===== src/hdl/dpd_cfg.svh =====
// constants for the deep power-down control link and both of its ends
`ifndef DPD_CFG_SVH
`define DPD_CFG_SVH

`define DPD_OP_ENTER 8'hb9
`define DPD_OP_RELEASE 8'hab
`define DPD_OP_RST_ENABLE 8'h66
`define DPD_OP_RST_DEVICE 8'h99
`define DPD_OP_RST_FF 8'hff

`define DPD_BITS_PER_OP 4'h8
`define DPD_HW_PULSES 3'h4

`define DPD_CLK_PERIOD_NS 5
`define DPD_SYNC_CYCLES 3
`define DPD_ENTRY_DELAY_NS 3000
`define DPD_ENTRY_CYCLES (`DPD_ENTRY_DELAY_NS / `DPD_CLK_PERIOD_NS)
`define DPD_RELEASE_TIME_NS 1500000
`define DPD_RELEASE_CYCLES (`DPD_RELEASE_TIME_NS / `DPD_CLK_PERIOD_NS)
`define DPD_TIMER_W 19

`define DPD_LINK_HALF_CYCLES 5'h10
`define DPD_TICK_W 5

`endif


===== src/hdl/dpd_pkg.sv =====
// types shared by the deep power-down device end and host end
package dpd_pkg;
	typedef enum logic [1:0] {
		DEV_NORMAL,
		DEV_ENTERING,
		DEV_DOWN,
		DEV_RECOVER
	} dev_mode_type;

	typedef enum logic [3:0] {
		H_IDLE,
		H_SEL,
		H_HIGH,
		H_LOW,
		H_END,
		H_GAP,
		H_RECOV,
		H_HWSET,
		H_HWLOW
	} host_state_type;

	typedef enum logic {
		HOP_BYTE,
		HOP_HW_RESET
	} host_op_type;
endpackage


===== src/hdl/dpd_link_if.sv =====
// serial link between host and device: chip select, serial clock, serial input
`timescale 1ns/1ps
interface dpd_link_if;
	logic cs_n;
	logic sclk;
	logic mosi;

	modport host (
		output cs_n,
		output sclk,
		output mosi
	);

	modport device (
		input cs_n,
		input sclk,
		input mosi
	);
endinterface


===== src/hdl/byte_shifter.sv =====
// msb-first instruction shifter with a saturating bit counter
`timescale 1ns/1ps
`include "dpd_cfg.svh"
module byte_shifter (
	input wire logic clk_i,        // system clock
	input wire logic rst_i,        // synchronous reset, active high
	input wire logic clear_i,      // chip select high: clear counter
	input wire logic shift_i,      // serial clock rising while selected
	input wire logic bit_i,        // serial input bit
	output logic [7:0] data_o,     // last eight bits shifted in
	output logic [3:0] count_o     // bits seen, stuck at nine once past eight
);
	typedef struct packed {
		logic [7:0] data;
		logic [3:0] count;
	} shift_type;

	shift_type q;
	shift_type d;

	always_comb begin
		d = q;
		if (clear_i) begin
			d.count = 4'h0;
		end else if (shift_i) begin
			d.data = {q.data[6:0], bit_i};
			if (q.count <= `DPD_BITS_PER_OP) begin
				d.count = q.count + 4'h1;
			end
		end
	end

	always_ff @(posedge clk_i) begin
		if (rst_i) begin
			q <= '0;
		end else begin
			q <= d;
		end
	end

	assign data_o = q.data;
	assign count_o = q.count;
endmodule


===== src/hdl/dpd_device.sv =====
// device end: deep power-down entry, release and reset handling on the serial link
`timescale 1ns/1ps
`include "dpd_cfg.svh"
module dpd_device #(
	parameter int RELEASE_CYCLES = `DPD_RELEASE_CYCLES
) (
	input wire logic CLOCK_I,          // system clock, 200 MHz
	input wire logic RST_I,            // synchronous reset, active high
	dpd_link_if.device LINK,           // serial link from the host
	output logic CMD_VALID_O,          // pulse: instruction taken in normal operation
	output logic [7:0] CMD_O,          // instruction byte, held until the next one
	output logic SW_RESET_O,           // pulse: reset instruction woke the device
	output logic HW_RESET_O,           // pulse: reset protocol seen on the pins
	output logic POWER_DOWN_O,         // level: in deep power-down
	output logic READY_O               // level: normal operation, instructions taken
);
	// a pin edge reaches the mode register three cycles late (two sync flops, one edge
	// flop), so the timers stop that much earlier and the limits hold from the pin itself
	localparam int ENTRY_LAST = `DPD_ENTRY_CYCLES - `DPD_SYNC_CYCLES - 1;
	localparam int RELEASE_LAST = RELEASE_CYCLES - `DPD_SYNC_CYCLES - 1;
	// the reset protocol fires on the rising select edge that ends the last pulse
	localparam logic [2:0] HW_LAST = `DPD_HW_PULSES - 3'h1;

	typedef struct packed {
		logic [2:0] cs_s;
		logic [2:0] sclk_s;
		logic [1:0] mosi_s;
		dpd_pkg::dev_mode_type mode;
		logic [`DPD_TIMER_W-1:0] timer;
		logic rst_armed;
		logic [2:0] hw_cnt;
		logic hw_ok;
		logic cmd_valid;
		logic [7:0] cmd;
		logic sw_rst;
		logic hw_rst;
	} dev_type;

	dev_type q;
	dev_type d;

	// edge strobes taken from the synchronised pins
	logic cs_rise;
	logic cs_fall;
	logic sclk_rise;
	logic selected;
	logic full_byte;
	logic [7:0] op;
	logic [3:0] bit_count;
	logic hw_step;
	logic hw_done;

	// stage 0 of each synchroniser feeds stage 1 only; edges use stages 1 and 2
	assign cs_rise = q.cs_s[1] & ~q.cs_s[2];
	assign cs_fall = ~q.cs_s[1] & q.cs_s[2];
	assign sclk_rise = q.sclk_s[1] & ~q.sclk_s[2];
	assign selected = ~q.cs_s[1];

	// the shifter clears its count whenever select is high
	byte_shifter shifter (
		.clk_i(CLOCK_I),
		.rst_i(RST_I),
		.clear_i(q.cs_s[1]),
		.shift_i(sclk_rise & selected),
		.bit_i(q.mosi_s[1]),
		.data_o(op),
		.count_o(bit_count)
	);

	// a byte counts only if chip select rose with exactly eight bits in
	assign full_byte = cs_rise && (bit_count == `DPD_BITS_PER_OP);

	// one good reset pulse: no clock edge inside it and the expected input at its fall
	assign hw_step = cs_rise && (bit_count == 4'h0) && q.hw_ok;
	assign hw_done = hw_step && (q.hw_cnt == HW_LAST);

	always_comb begin
		d = q;
		d.cs_s = {q.cs_s[1:0], LINK.cs_n};
		d.sclk_s = {q.sclk_s[1:0], LINK.sclk};
		d.mosi_s = {q.mosi_s[0], LINK.mosi};
		// result pulses last one cycle
		d.cmd_valid = 1'b0;
		d.sw_rst = 1'b0;
		d.hw_rst = 1'b0;

		case (q.mode)
			dpd_pkg::DEV_NORMAL: begin
				if (full_byte) begin
					if (op == `DPD_OP_ENTER) begin
						d.mode = dpd_pkg::DEV_ENTERING;
						d.timer = '0;
					end else begin
						// anything else, status read included, goes to the user side;
						// resets in normal operation are plain commands for the user side
						d.cmd_valid = 1'b1;
						d.cmd = op;
					end
				end
				// a cut-short entry frame falls through here and changes nothing
				d.rst_armed = 1'b0;
			end

			dpd_pkg::DEV_ENTERING: begin
				// frames during the entry delay are dropped, like in power-down;
				// the timer starts on the first cycle that sees select high
				if (q.timer == `DPD_TIMER_W'(ENTRY_LAST)) begin
					d.mode = dpd_pkg::DEV_DOWN;
					d.timer = '0;
				end else begin
					d.timer = q.timer + `DPD_TIMER_W'(1);
				end
			end

			dpd_pkg::DEV_DOWN: begin
				if (full_byte) begin
					d.rst_armed = 1'b0;
					if (op == `DPD_OP_RELEASE) begin
						d.mode = dpd_pkg::DEV_RECOVER;
						d.timer = '0;
					end else if (op == `DPD_OP_RST_FF) begin
						d.mode = dpd_pkg::DEV_NORMAL;
						d.sw_rst = 1'b1;
					end else if (op == `DPD_OP_RST_ENABLE) begin
						// arms only; the very next full frame must be the 99
						d.rst_armed = 1'b1;
					end else if (op == `DPD_OP_RST_DEVICE && q.rst_armed) begin
						d.mode = dpd_pkg::DEV_NORMAL;
						d.sw_rst = 1'b1;
					end
				end
				// no cmd_valid here: every other byte, status read too, is lost
				d.cmd_valid = 1'b0;
			end

			dpd_pkg::DEV_RECOVER: begin
				// the host keeps chip select high meanwhile; stray frames are dropped
				if (q.timer == `DPD_TIMER_W'(RELEASE_LAST)) begin
					d.mode = dpd_pkg::DEV_NORMAL;
					d.timer = '0;
				end else begin
					d.timer = q.timer + `DPD_TIMER_W'(1);
				end
			end

			default: begin
				d.mode = dpd_pkg::DEV_NORMAL;
			end
		endcase

		// reset protocol: four select pulses with no clock, input 0,1,0,1 at each fall;
		// it works in every mode and overrides whatever the case above decided
		if (cs_fall) begin
			d.hw_ok = (q.mosi_s[1] == q.hw_cnt[0]);
		end
		if (cs_rise) begin
			if (hw_step) begin
				if (hw_done) begin
					d.hw_cnt = 3'h0;
					d.hw_rst = 1'b1;
					d.mode = dpd_pkg::DEV_NORMAL;
					d.timer = '0;
					d.rst_armed = 1'b0;
					d.cmd_valid = 1'b0;
					d.sw_rst = 1'b0;
				end else begin
					d.hw_cnt = q.hw_cnt + 3'h1;
				end
			end else begin
				d.hw_cnt = 3'h0;
			end
		end
	end

	// select synchroniser presets high so release of reset shows no false select edge
	always_ff @(posedge CLOCK_I) begin
		if (RST_I) begin
			q <= '0;
			q.cs_s <= 3'h7;
			q.mode <= dpd_pkg::DEV_NORMAL;
		end else begin
			q <= d;
		end
	end

	// every output is a register or a plain decode of the registered mode
	assign CMD_VALID_O = q.cmd_valid;
	assign CMD_O = q.cmd;
	assign SW_RESET_O = q.sw_rst;
	assign HW_RESET_O = q.hw_rst;
	assign POWER_DOWN_O = (q.mode == dpd_pkg::DEV_DOWN);
	assign READY_O = (q.mode == dpd_pkg::DEV_NORMAL);
endmodule


===== src/flat_wrapper.sv =====
// flat-port wrapper written by rule: the top's interface ports become plain ports
module dpd_device_flat 
#(
	parameter int RELEASE_CYCLES = `DPD_RELEASE_CYCLES
)
  (CLOCK_I, RST_I, CMD_VALID_O, CMD_O, SW_RESET_O, HW_RESET_O, POWER_DOWN_O, READY_O, LINK_cs_n, LINK_sclk, LINK_mosi);
  dpd_link_if LINK_i ();
  input wire logic CLOCK_I;
  input wire logic RST_I;
  output logic CMD_VALID_O;
  output logic [7:0] CMD_O;
  output logic SW_RESET_O;
  output logic HW_RESET_O;
  output logic POWER_DOWN_O;
  output logic READY_O;
  input wire logic [$bits(LINK_i.cs_n)-1:0] LINK_cs_n;
  input wire logic [$bits(LINK_i.sclk)-1:0] LINK_sclk;
  input wire logic [$bits(LINK_i.mosi)-1:0] LINK_mosi;
  assign LINK_i.cs_n = LINK_cs_n;
  assign LINK_i.sclk = LINK_sclk;
  assign LINK_i.mosi = LINK_mosi;
  dpd_device #(.RELEASE_CYCLES(RELEASE_CYCLES)) u_core (.CLOCK_I(CLOCK_I), .RST_I(RST_I), .LINK(LINK_i), .CMD_VALID_O(CMD_VALID_O), .CMD_O(CMD_O), .SW_RESET_O(SW_RESET_O), .HW_RESET_O(HW_RESET_O), .POWER_DOWN_O(POWER_DOWN_O), .READY_O(READY_O));
endmodule

===== config.mk =====
export PLATFORM = sky130hd
export DESIGN_NAME = dpd_device_flat
export DESIGN_NICKNAME = d
export VERILOG_FILES = /design/src/hdl/dpd_pkg.sv /design/src/hdl/dpd_link_if.sv /design/src/hdl/byte_shifter.sv /design/src/hdl/dpd_device.sv /design/src/flat_wrapper.sv
export VERILOG_INCLUDE_DIRS = /design/src /design/src/hdl
export SDC_FILE = /design/constraint.sdc
export NUM_CORES = 1
export LEC_CHECK = 0
export ABC_AREA = 0
export BUFFER_PORTS_ARGS = -buffer_cell sky130_fd_sc_hd__clkbuf_2
export CORE_ASPECT_RATIO = 1.75
export CORE_MARGIN = 5
export CORE_UTILIZATION = 61
export DETAILED_ROUTE_END_ITERATION = 6
export PLACE_DENSITY = 0.8
export SLEW_MARGIN = 20
export SYNTH_ARGS = -nofsm -noshare
export SYNTH_HDL_FRONTEND = slang
export SYNTH_SLANG_ARGS = --single-unit

===== constraint.sdc =====
create_clock -name CLOCK_I -period 3.27 [get_ports CLOCK_I]
set_input_delay 0.981 -clock CLOCK_I [delete_from_list [all_inputs] [get_ports CLOCK_I]]
set_output_delay 0.981 -clock CLOCK_I [all_outputs]
set_load 0.01 [all_outputs]

# Word level (Yosys, flattened, before mapping)

Cells that the tools add are included.

Add/sub/neg operators: 3
$lt $le $gt $ge: 1
Equal/unequal tests: 13
Mux-type cells: 37
Bitwise operators: 10
Reduce and logical (&&, ||, !) cells: 12

Operators with widths:

| kind                                                              | number |
|---|---|
| 21-bit one-hot mux with 4 select lines                            | 1 |
| 22-bit 2-to-1 mux                                                 | 3 |
| 19-bit 2-to-1 mux                                                 | 3 |
| 21-bit 2-to-1 mux                                                 | 2 |
| 8-bit == test, second input constant                              | 4 |
| 25-bit 2-to-1 mux                                                 | 1 |
| 19-bit by 1-bit adder with 19-bit output, second input constant   | 1 |
| 19-bit by 10-bit == test with 1-bit output, second input constant | 1 |
| 19-bit == test, second input constant                             | 1 |
| 2-bit 2-to-1 mux                                                  | 9 |
| 9-bit 2-to-1 mux                                                  | 2 |
| 1-bit 2-to-1 mux                                                  | 13 |
| 8-bit by 7-bit == test with 1-bit output, second input constant   | 1 |
| 3-bit 2-to-1 mux                                                  | 2 |
| 1-bit NOT                                                         | 6 |
| 1-bit logical AND                                                 | 5 |
| 4-bit by 1-bit adder with 4-bit output, second input constant     | 1 |
| 1-bit AND                                                         | 4 |
| 2-bit == test, second input constant                              | 2 |
| 4-bit == test, second input constant                              | 1 |
| 4-bit less-or-equal comparator, second input constant             | 1 |
| 4-bit logical NOT                                                 | 1 |
| 2-bit AND reduction                                               | 2 |
| 3-bit by 1-bit adder with 3-bit output, second input constant     | 1 |
| other kinds (8)                                                   | 8 |

Flip-flop bits (word level): 57
Bits of input ports: 5
Output and inout port bits: 13
Logic and storage cells: 90

# Depth between registers and ports, before layout

Gate-level depths: netlist of the first run.

Depth after elaboration: 11
Depth in mapped cells: 9
Mapped depth without buffers: 8

# Cells and area by module

Synthesis of the first run repeated with hierarchy kept, for this count alone.

Cells, all modules: 325
Area, all modules: 2805.2 µm²

Modules (own cells, without submodules):

| module       | times used | cells an instance | area each (µm²) | seq. area each (µm²) |
|---|---|---|---|---|
| dpd_device   | 1          | 264               | 2292.2          | 900.9 |
| byte_shifter | 1          | 61                | 513.0           | 240.2 |

# Least setup slack after synthesis of the first run

No wires, ideal clock.

Path kind: reg-to-reg
From: register u_core.shifter.q (netlist bit u_core.shifter.count_o[0])
To: register u_core.q[23] (netlist name)
Library setup time: 122 ps
Arrival time: 1940 ps
Required time: 3148 ps
Setup slack: 1208 ps
Stages on the path, launching flop included: 9
Path buffers: 1
Period minus slack after synthesis: 2062 ps
Path through: dfxtp_1 > inv_1 > ha_1 > nor2b_1 > nand4_1 > o21ai_2 > and2b_4 > buf_6 > a221o_1

Longest elaborated chain between the ends: 7
Elaborated cells on any way between the ends: 12
Classes of those cells: eq/ne (1); mux (6); reduce/logical (5)

RTL lines:

| what                                                                               | RTL line                           | source |
|---|---|---|
| start: declaration                                                                 | byte_shifter.sv:18                 | `shift_type q;` |
| start signal: assignment                                                           | byte_shifter.sv:35                 | `q <= '0;` |
| start signal: assignment                                                           | byte_shifter.sv:37                 | `q <= d;` |
| 4-bit == test (no line) / 4-bit logical NOT (equally long branches)                | n/a                                |  |
| 1-bit logical AND, on equally long branches                                        | dpd_device.sv:71, dpd_device.sv:74 |  |
| 22-bit 2-to-1 mux (tied with other cells)                                          | dpd_device.sv:116                  | `if (full_byte) begin` |
| 21-bit one-hot mux with 4 select lines / 1-bit logical AND (equally long branches) | dpd_device.sv:87, dpd_device.sv:75 |  |
| 22-bit 2-to-1 mux                                                                  | dpd_device.sv:158                  | `if (hw_done) begin` |
| 22-bit 2-to-1 mux                                                                  | dpd_device.sv:157                  | `if (hw_step) begin` |
| 25-bit 2-to-1 mux *                                                                | dpd_device.sv:156                  | `if (cs_rise) begin` |
| end: declaration                                                                   | dpd_device.sv:39                   | `dev_type q;` |

Every way passes the cells marked *; elsewhere a longest branch is shown, timed or not.
A chain may end at the register's enable or synchronous reset.

# Final worst setup path of the first run

From: register u_core.shifter.q (netlist bit u_core.shifter.count_o[1])
To: register u_core.q[31] (netlist name)

Same word-level chain as after synthesis.

==> results of run 1 <==
worst max-delay path by stage:
stage / startpoint / to / slack [ps] / cells after the start
after global placement: RST_I / u_core.q[21]$_SDFF_PP0_ / 830 / 7
after global routing: u_core.shifter.count_o[1]$_SDFFE_PP0P_ / u_core.q[31]$_SDFF_PP0_ / 660 / 9
final: u_core.shifter.count_o[1]$_SDFFE_PP0P_ / u_core.q[31]$_SDFF_PP0_ / 870 / 9
after floorplan: u_core.shifter.count_o[0]$_SDFFE_PP0P_ / u_core.q[23]$_SDFF_PP0_ / 1210 / 8
after detailed placement: RST_I / u_core.q[21]$_SDFF_PP0_ / 770 / 7
after CTS: u_core.q[36]$_SDFF_PP0_ / POWER_DOWN_O / 860 / 3
cell usage in the layout (no fill, tap or decap), types with 2 or more instances in the layout:
master	n
sky130_fd_sc_hd__a221o_1	4
sky130_fd_sc_hd__nor2b_1	7
sky130_fd_sc_hd__nor4b_1	2
sky130_fd_sc_hd__clkbuf_2	17
sky130_fd_sc_hd__nand2_1	24
sky130_fd_sc_hd__clkbuf_8	11
sky130_fd_sc_hd__nor3b_1	2
sky130_fd_sc_hd__nand2b_1	3
sky130_fd_sc_hd__a21o_1	3
sky130_fd_sc_hd__mux2i_1	16
sky130_fd_sc_hd__clkinvlp_4	2
sky130_fd_sc_hd__a22oi_1	3
sky130_fd_sc_hd__o21a_1	2
sky130_fd_sc_hd__xor2_1	3
sky130_fd_sc_hd__clkinv_2	3
sky130_fd_sc_hd__nor3_1	9
sky130_fd_sc_hd__nor4_1	2
sky130_fd_sc_hd__and2_1	2
sky130_fd_sc_hd__buf_4	3
sky130_fd_sc_hd__or2_2	5
sky130_fd_sc_hd__nor2_1	47
sky130_fd_sc_hd__a21oi_1	17
sky130_fd_sc_hd__nand3_1	11
sky130_fd_sc_hd__dfxtp_1	57
sky130_fd_sc_hd__nand4_1	9
sky130_fd_sc_hd__ha_1	5
sky130_fd_sc_hd__a22o_1	3
sky130_fd_sc_hd__o21ai_0	7
sky130_fd_sc_hd__nand3b_1	3
sky130_fd_sc_hd__or4_1	2
sky130_fd_sc_hd__inv_1	10
sky130_fd_sc_hd__a31o_2	2
sky130_fd_sc_hd__and3_1	8
power groups by stage:
stage / registers (W) / logic (W) / clock network [W]
6_report: 0.000701 / 0.0000280 / 0.000593
5_1_grt: 0.000701 / 0.0000314 / 0.000645
4_1_cts: 0.000701 / 0.0000284 / 0.000614
3_5_place_dp: 0.000717 / 0.0000281 / 0
3_3_place_gp: 0.000717 / 0.0000274 / 0
2_1_floorplan: 0.000716 / 0.0000220 / 0
routing by layer:
metal	GRT usage, %	routed length (um)
met2	33.6	2790
met1	20.3	2140
met4	13.5	253
met3	6.25	163
met5	0	0
worst max-delay path, stage by stage (launching register included):
cell and delay (ps):
sky130_fd_sc_hd__dfxtp_1 330, sky130_fd_sc_hd__inv_1 90, sky130_fd_sc_hd__ha_1 160, sky130_fd_sc_hd__nor2b_1 240, sky130_fd_sc_hd__nand4_1 290, sky130_fd_sc_hd__o21ai_2 390
sky130_fd_sc_hd__a21oi_2 170, sky130_fd_sc_hd__buf_4 220, sky130_fd_sc_hd__and3_1 160, sky130_fd_sc_hd__a221o_1 250
sequential cells by signal, indices dropped and copies added (netlist names):
name and count:
u_core.shifter.data_o 8, u_core.HW_RESET_O 1, u_core.CMD_O 8, u_core.d 5
u_core.q 29, u_core.CMD_VALID_O 1, u_core.shifter.count_o 4, u_core.SW_RESET_O 1
stage by stage:
step	total power [W]	instances	worst slack, ps	area [um^2]	hold slack [ps]
after floorplan	0.000738	308	1210	2680	389
after global placement	0.000744	360	831	2730	394
after detailed placement	0.000745	360	770	2730	405
after CTS	0.00134	376	861	2910	420
after global routing	0.00138	376	665	2910	443
final	0.00132	376	869	2910	413
kinds of logic (layout without fill, tap and decap cells):
group           after synthesis  after routing  synth area share, %
simple gates                145            145                 28.3
mux                          16             16                 5.97
xor+xnor                      4              4                 1.31
buf+inv                      29             46                 6.06
flops                        57             57                 42.5
fa+ha+maj                     5              5                 2.33
compound gates               52             52                 13.5
cell type report:
cell class / instances / area, um^2
multi-input cells: 222 / 1380
flip-flops and latches: 57 / 1140
fillers: 382 / 1410
well taps: 51 / 63.8
clock buffers: 11 / 151
repair buffers: 20 / 108
inverters: 10 / 37.5
clock inverters: 5 / 30.0
==> out/results.env, run 1 <==
CTS_NUM_SINKS=57
TRITONCTS='done'
MIN_FROM='u_core.d[43]$_SDFF_PP1_'
CLOCK_POWER_SHARE_PCT=44.8
SYNTH_FP_NETS=318
ANTENNA_FOUND_INITIAL=0
P_INT_W=0.00102
TRACK_USAGE_PCT=20.1
TNS_PS=0
GRT.OVERFLOW.TOTAL=0
P_PER_AREA_mW_PER_MM2=454
MAXIMUM_NUMBER_OF_PINS_ON_ONE_NET_BEFORE_GLOBAL_ROUTE_REPAIR=31
TIMING.FINAL.SETUP_VIOLATIONS=0
NETLIST.AREA_LEADER.SHARE_PCT=42.5
FP-ROW-COUNT=32
SYNTHDOMINANTAREACELLTYPE='sky130_fd_sc_hd__dfxtp_1'
CORE_MM2=0.00432
FINAL_UTIL_PCT=67.3
CRIT-REG2REG-CAPTURE='u_core.q[31]$_SDFF_PP0_'
MAX_SLEW_MARGIN_PCT=65.3
TIMING.CRITICAL_PATH.TO_TYPE='flip-flop'
CTS_SETUP_BUFFERS=0
POST-ROUTE-PERIOD-UTIL_PCT=73.4
FIRST_GLOBAL_VIAS=2091
SHARE_COMB_OF_TOTAL_POWER_PCT=2.1
WORST-ENDPOINT-ARRIVAL_PS=2620
SYNTH_WARNINGS=0
POST_DRT_VIA_CELL_RATIO=5.88
WORST-PATH-MAX-FANOUT=13
WORST_PIN_SLEW_PS=521
FP.DIEH_UM=97.7
DRT-TOTAL-WL_UM=5340
WORST_SKEW_PAIR.LATE_LATENCY_PS=330
CTSROOTBUFFERMASTER='sky130_fd_sc_hd__clkbuf_8'
SETUP_REPAIR_AFTER_GLOBAL_ROUTING_MISSED_ITS_MARGIN='false'
OUTCOME='complete, no violations'
INITIAL_CORE_UTIL_PCT=62.0
ROUTED-VIA-COUNT=2211
FINAL.SETUP_SKEW_PS=6.79
YS_TYPES=54
FIRST_PASS_GRT_WIRE_LENGTH_UM=8990
YOSYS_MOST_USED_DFF='sky130_fd_sc_hd__dfxtp_1'
SYNTH_REGISTER_BITS=57
DETAILEDPLACEMENTHPWL_UM=3870
MIN_DELAY_PATH_DEPTH=1
TOTAL_LEAKAGE_POWER_nW=1.12
TOP_LEVEL_PORTS=18
LAYOUT.NETS=330
POST_CTS_RESIZED=0
AREA.GROWTH.SYNTH_TO_FINAL_PCT=8.49
CTS_MAX_LEVEL=3
CRITPATHREQUIREDTIME_PS=3490
SYNTH.MOST_COMMON_CELL='sky130_fd_sc_hd__dfxtp_1'
SYNTH.YOSYS.SEQ_AREA_SHARE_PCT=42.5
R2R_WORST_PATH_DEPTH=9
CRIT-REG2REG-LAUNCH='u_core.shifter.count_o[1]$_SDFFE_PP0P_'
SYN-MEAN-INSTANCE-AREA_UM2=8.71
CLK_PATH_BUF_DEPTH=2
WORST_SETUP_SP_TYPE='flip-flop'
SWITCHING_SHARE_PCT=22.7
SYNTHTOPCELLSBYAREA='sky130_fd_sc_hd__dfxtp_1, sky130_fd_sc_hd__nor2_1, sky130_fd_sc_hd__mux2i_1, sky130_fd_sc_hd__nand2_1, sky130_fd_sc_hd__a21oi_1'
FLOORPLAN.DIE_AREA_MM2=0.00588
ANT_NETS=0
POWER.SHARE.SEQUENTIAL_PCT=53.0
CRITPATHKIND='flip-flop to flip-flop'
POST_SYNTH_ARST_SHARE_PCT=0
ROUTED_WIRE_PER_STD_CELL_UM=14.2
REG2REG_SETUP_SLACK_PS=870
CTS.REPORTEDPATHS.CLKPINSLEW_PS=70
SYN-CELL-AREA_MM2=0.00268
FINAL_MAX_SLEW_VIOL_COUNT=0
TIMING.MAX_CAP.VIOLATIONS=0
GLOBALPLACE.CONGESTION=0.870
IO_BUFFER_COUNT=17
DRCVIOLATIONCOUNT=0
DRT_FIRST_ITER_VIOLATIONS=67
CLOCK.FMAX_MHz=417
LAYOUT_MIN_CYCLE_TIME_PS=2400
VDD_DROP_MAX_mV=0.379
NUMCTSBUFFERS=9
CTS_HOLD_BUFFERS=0
SWITCHING_POWER_W=0.000300
ANTENNA-DIODE-COUNT=0
WORSTHOLDPATHTYPE='flip-flop to flip-flop'
SYNTH_COMMON_CELLS='sky130_fd_sc_hd__dfxtp_1, sky130_fd_sc_hd__nor2_1, sky130_fd_sc_hd__nand2_1'
WHS_ENDPOINT='u_core.d[44]$_SDFF_PP1_'
DRT_PASS1_ITERATIONS=4
HOLD_VIOL_FINAL=0
DIE_X_UM=60.1
POSTSYNTHCELLCOUNT=308
SYNTH_EDF_COUNT=0
DRIVE_ABOVE_1_SHARE_PCT=15.7
Power figures use the tool's default switching activity.
==> inputs of run 2 (changes only) <==
--- a/config.mk
+++ b/config.mk
@@ -10,9 +10,9 @@
 export BUFFER_PORTS_ARGS = -buffer_cell sky130_fd_sc_hd__clkbuf_2
 export CORE_ASPECT_RATIO = 1.75
 export CORE_MARGIN = 5
-export CORE_UTILIZATION = 61
+export CORE_UTILIZATION = 59
 export DETAILED_ROUTE_END_ITERATION = 6
-export PLACE_DENSITY = 0.8
+export PLACE_DENSITY = 0.78
 export SLEW_MARGIN = 20
 export SYNTH_ARGS = -nofsm -noshare
 export SYNTH_HDL_FRONTEND = slang
==> constraint.sdc (replaced) <==
create_clock -name CLOCK_I -period 2.3 [get_ports CLOCK_I]
set_input_delay 0.69 -clock CLOCK_I [delete_from_list [all_inputs] [get_ports CLOCK_I]]
set_output_delay 0.69 -clock CLOCK_I [all_outputs]
set_load 0.01 [all_outputs]
==> out/results.env, run 2 (synthesis gave the netlist of run 1 again) <==
DRCVIOLATIONCOUNT=0  # unchanged
WORST-PATH-MAX-FANOUT=10  # -3
WORST_PATH_MAX_DELAY_CELL='sky130_fd_sc_hd__dfxtp_1'
TOP_LEVEL_PORTS=18  # unchanged
DETAILEDPLACE.WORSTSLACK_PS=139  # -630 ps
INITIAL_CORE_UTIL_PCT=60.9  # -1.1 points
MOSTFREQUENTLAYOUTCELL='sky130_fd_sc_hd__dfxtp_1'
COMMONEST_CELLS_AFTER_ROUTING_FILL_AND_TAPS_ASIDE='sky130_fd_sc_hd__dfxtp_1, sky130_fd_sc_hd__nor2_1, sky130_fd_sc_hd__nand2_1'
TNS_PS=0  # unchanged
TRITONCTS='done'
FIRST_GLOBAL_VIAS=2247  # +7.5%
CLK_PATH_BUF_DEPTH=2  # unchanged
CRITPATHREQUIREDTIME_PS=1610  # -1880 ps
GLOBALPLACE.CONGESTION=0.917  # +5.4%
TOTAL_LEAKAGE_POWER_nW=1.19  # +6.4%
ROUTED-VIA-COUNT=2235  # +1.1%
WORSTPATHCELLLIST='inv_1 -> nor2_1 -> clkbuf_2'
WORST_SKEW_PAIR.LATE_LATENCY_PS=340  # about the same
LAYOUT_MIN_CYCLE_TIME_PS=2140
CTSROOTBUFFERMASTER='sky130_fd_sc_hd__clkbuf_8'
MIN_DELAY_PATH_DEPTH=1  # unchanged
FIRST_PASS_GRT_WIRE_LENGTH_UM=9600  # +6.8%
TRACK_USAGE_PCT=21.1  # +0.97 points
FP-ROW-COUNT=32  # unchanged
WORST_PIN_SLEW_PS=423  # -97.6 ps
REG2REG_SETUP_SLACK_PS=190  # -680 ps
LARGEST_REGISTER='u_core.q'
ANTENNA_FOUND_INITIAL=0  # unchanged
WORST_SETUP_SP_TYPE='flip-flop'
ANT_NETS=0  # unchanged
ANTENNA-DIODE-COUNT=0  # unchanged
POST_CTS_RESIZED=0  # unchanged
LARGEST_REGISTER_FFS=29  # unchanged
FINAL.SETUP_SKEW_PS=7.13  # +0.334 ps
DIE_X_UM=61.0  # +1.4%
TIMING.FINAL.SETUP_VIOLATIONS=0  # unchanged
DRT-TOTAL-WL_UM=5540  # +3.8%
CTS_HOLD_BUFFERS=0  # unchanged
DRT_PASS1_ITERATIONS=4  # unchanged
VDD_DROP_MAX_mV=0.574  # +51%
TIMING.MAX_CAP.VIOLATIONS=0  # unchanged
SETUP_REPAIR_AFTER_GLOBAL_ROUTING_MISSED_ITS_MARGIN='false'
IO_BUFFER_COUNT=17  # unchanged
GRT.OVERFLOW.TOTAL=0  # unchanged
DETAILEDPLACEMENTHPWL_UM=4170  # +7.7%
DRIVE_ABOVE_1_SHARE_PCT=17.9  # +2.2 points
FIN_WORST_HOLD_SLACK_PS=414  # +0.384 ps
CTS_NUM_SINKS=57  # unchanged
WORSTSETUPPATHDEPTH=3  # -6
OUTCOME='complete, no violations'
CTS.REPORTEDPATHS.CLKPINSLEW_PS=60  # about the same
CRITICAL_PATH.MAX_STAGE_DELAY_PS=530  # +140 ps
CORE_MM2=0.00440  # +1.9%
POST-ROUTE-PERIOD-UTIL_PCT=92.9
MAXIMUM_NUMBER_OF_PINS_ON_ONE_NET_BEFORE_GLOBAL_ROUTE_REPAIR=31  # unchanged
CP.BUFFERS_INVERTERS=2  # unchanged
FP.DIEH_UM=99.2  # +1.5%
TIMING.CRITICAL_PATH.TO_TYPE='primary output'
CRITPATHKIND='flip-flop to primary output'
WORSTHOLDPATHTYPE='flip-flop to flip-flop'
CLOCK.FMAX_MHz=468
DRT_FIRST_ITER_VIOLATIONS=156  # +130%
FINAL_MAX_SLEW_VIOL_COUNT=0  # unchanged
CTS_MAX_LEVEL=3  # unchanged
ROUTED_WIRE_PER_STD_CELL_UM=14.3  # +1.1%
MAX_SLEW_MARGIN_PCT=71.4  # +6.1 points
CTS_SETUP_BUFFERS=0  # unchanged
HOLD_VIOL_FINAL=0  # unchanged
WORST-ENDPOINT-ARRIVAL_PS=1450  # -1170 ps
R2R_WORST_PATH_DEPTH=7  # -2
NUMCTSBUFFERS=9  # unchanged
PATH_DELAY_FAMILY='flip-flops'
AREA.GROWTH.SYNTH_TO_FINAL_PCT=12.8
FLOORPLAN.DIE_AREA_MM2=0.00605  # +2.9%
LAYOUT_SETUP_WS_PS=164  # -705 ps
OVERALL_POWER_OF_THE_COMPLETED_LAYOUT_W=0.00203  # +54%
POST_DRT_VIA_CELL_RATIO=5.79  # -1.5%
P_PER_AREA_mW_PER_MM2=672  # +48%
LAYOUT.NETS=340  # +3.0%
## run 2: where the power goes
group          internal (W)  switching [W]
Combinational     0.0000183      0.0000242
Clock              0.000603       0.000390
Sequential         0.000994     0.00000329
Total               0.00162       0.000418
## run 2: area by class of cell
type                            instances  area, um^2
Sequential cell                        57        1140
Inverter                               10        37.5
Clock buffer                           10         128
Timing Repair Buffer                   30         195
Multi-Input combinational cell        222        1380
Clock inverter                          6        82.6
Tap cell                               51        63.8
Fill cell                             355        1380
## run 2: per-stage QoR
| stage | instances | utilization, % | instance area, um^2 |
|---|---|---|---|
| floorplan | 308 | - | 2680 |
| global placement | 370 | 63.9 | 2820 |
| detailed placement | 370 | 63.9 | 2820 |
| CTS | 386 | 68.7 | 3030 |
| global route | 386 | 68.7 | 3030 |
| finish | 386 | 68.7 | 3030 |
## run 2: worst register-to-register path, stage by stage, from the launching register on
cell	delay [ps]
sky130_fd_sc_hd__dfxtp_1	340
sky130_fd_sc_hd__or4b_4	550
sky130_fd_sc_hd__nor4_4	180
sky130_fd_sc_hd__a311o_2	260
sky130_fd_sc_hd__a21oi_2	80
sky130_fd_sc_hd__buf_12	160
sky130_fd_sc_hd__and3_1	170
sky130_fd_sc_hd__a221o_1	250
## run 2: metal layers
layer  track usage (%)  vias up  part of all wire (%)
li1                  -     1126                     -
met1              21.8     1034                    39
met2              34.4       53                    53
met3              7.14       22                   3.8
met4              14.4        0                   4.4
met5                 0        -                     0
## run 2: path summary, 6_finish.rpt
check                           from                       to
max          u_core.q[36]$_SDFF_PP0_             POWER_DOWN_O
min          u_core.d[43]$_SDFF_PP1_  u_core.d[44]$_SDFF_PP1_
max reg2reg  u_core.q[27]$_SDFF_PP0_  u_core.q[27]$_SDFF_PP0_
min reg2reg  u_core.d[43]$_SDFF_PP1_  u_core.d[44]$_SDFF_PP1_
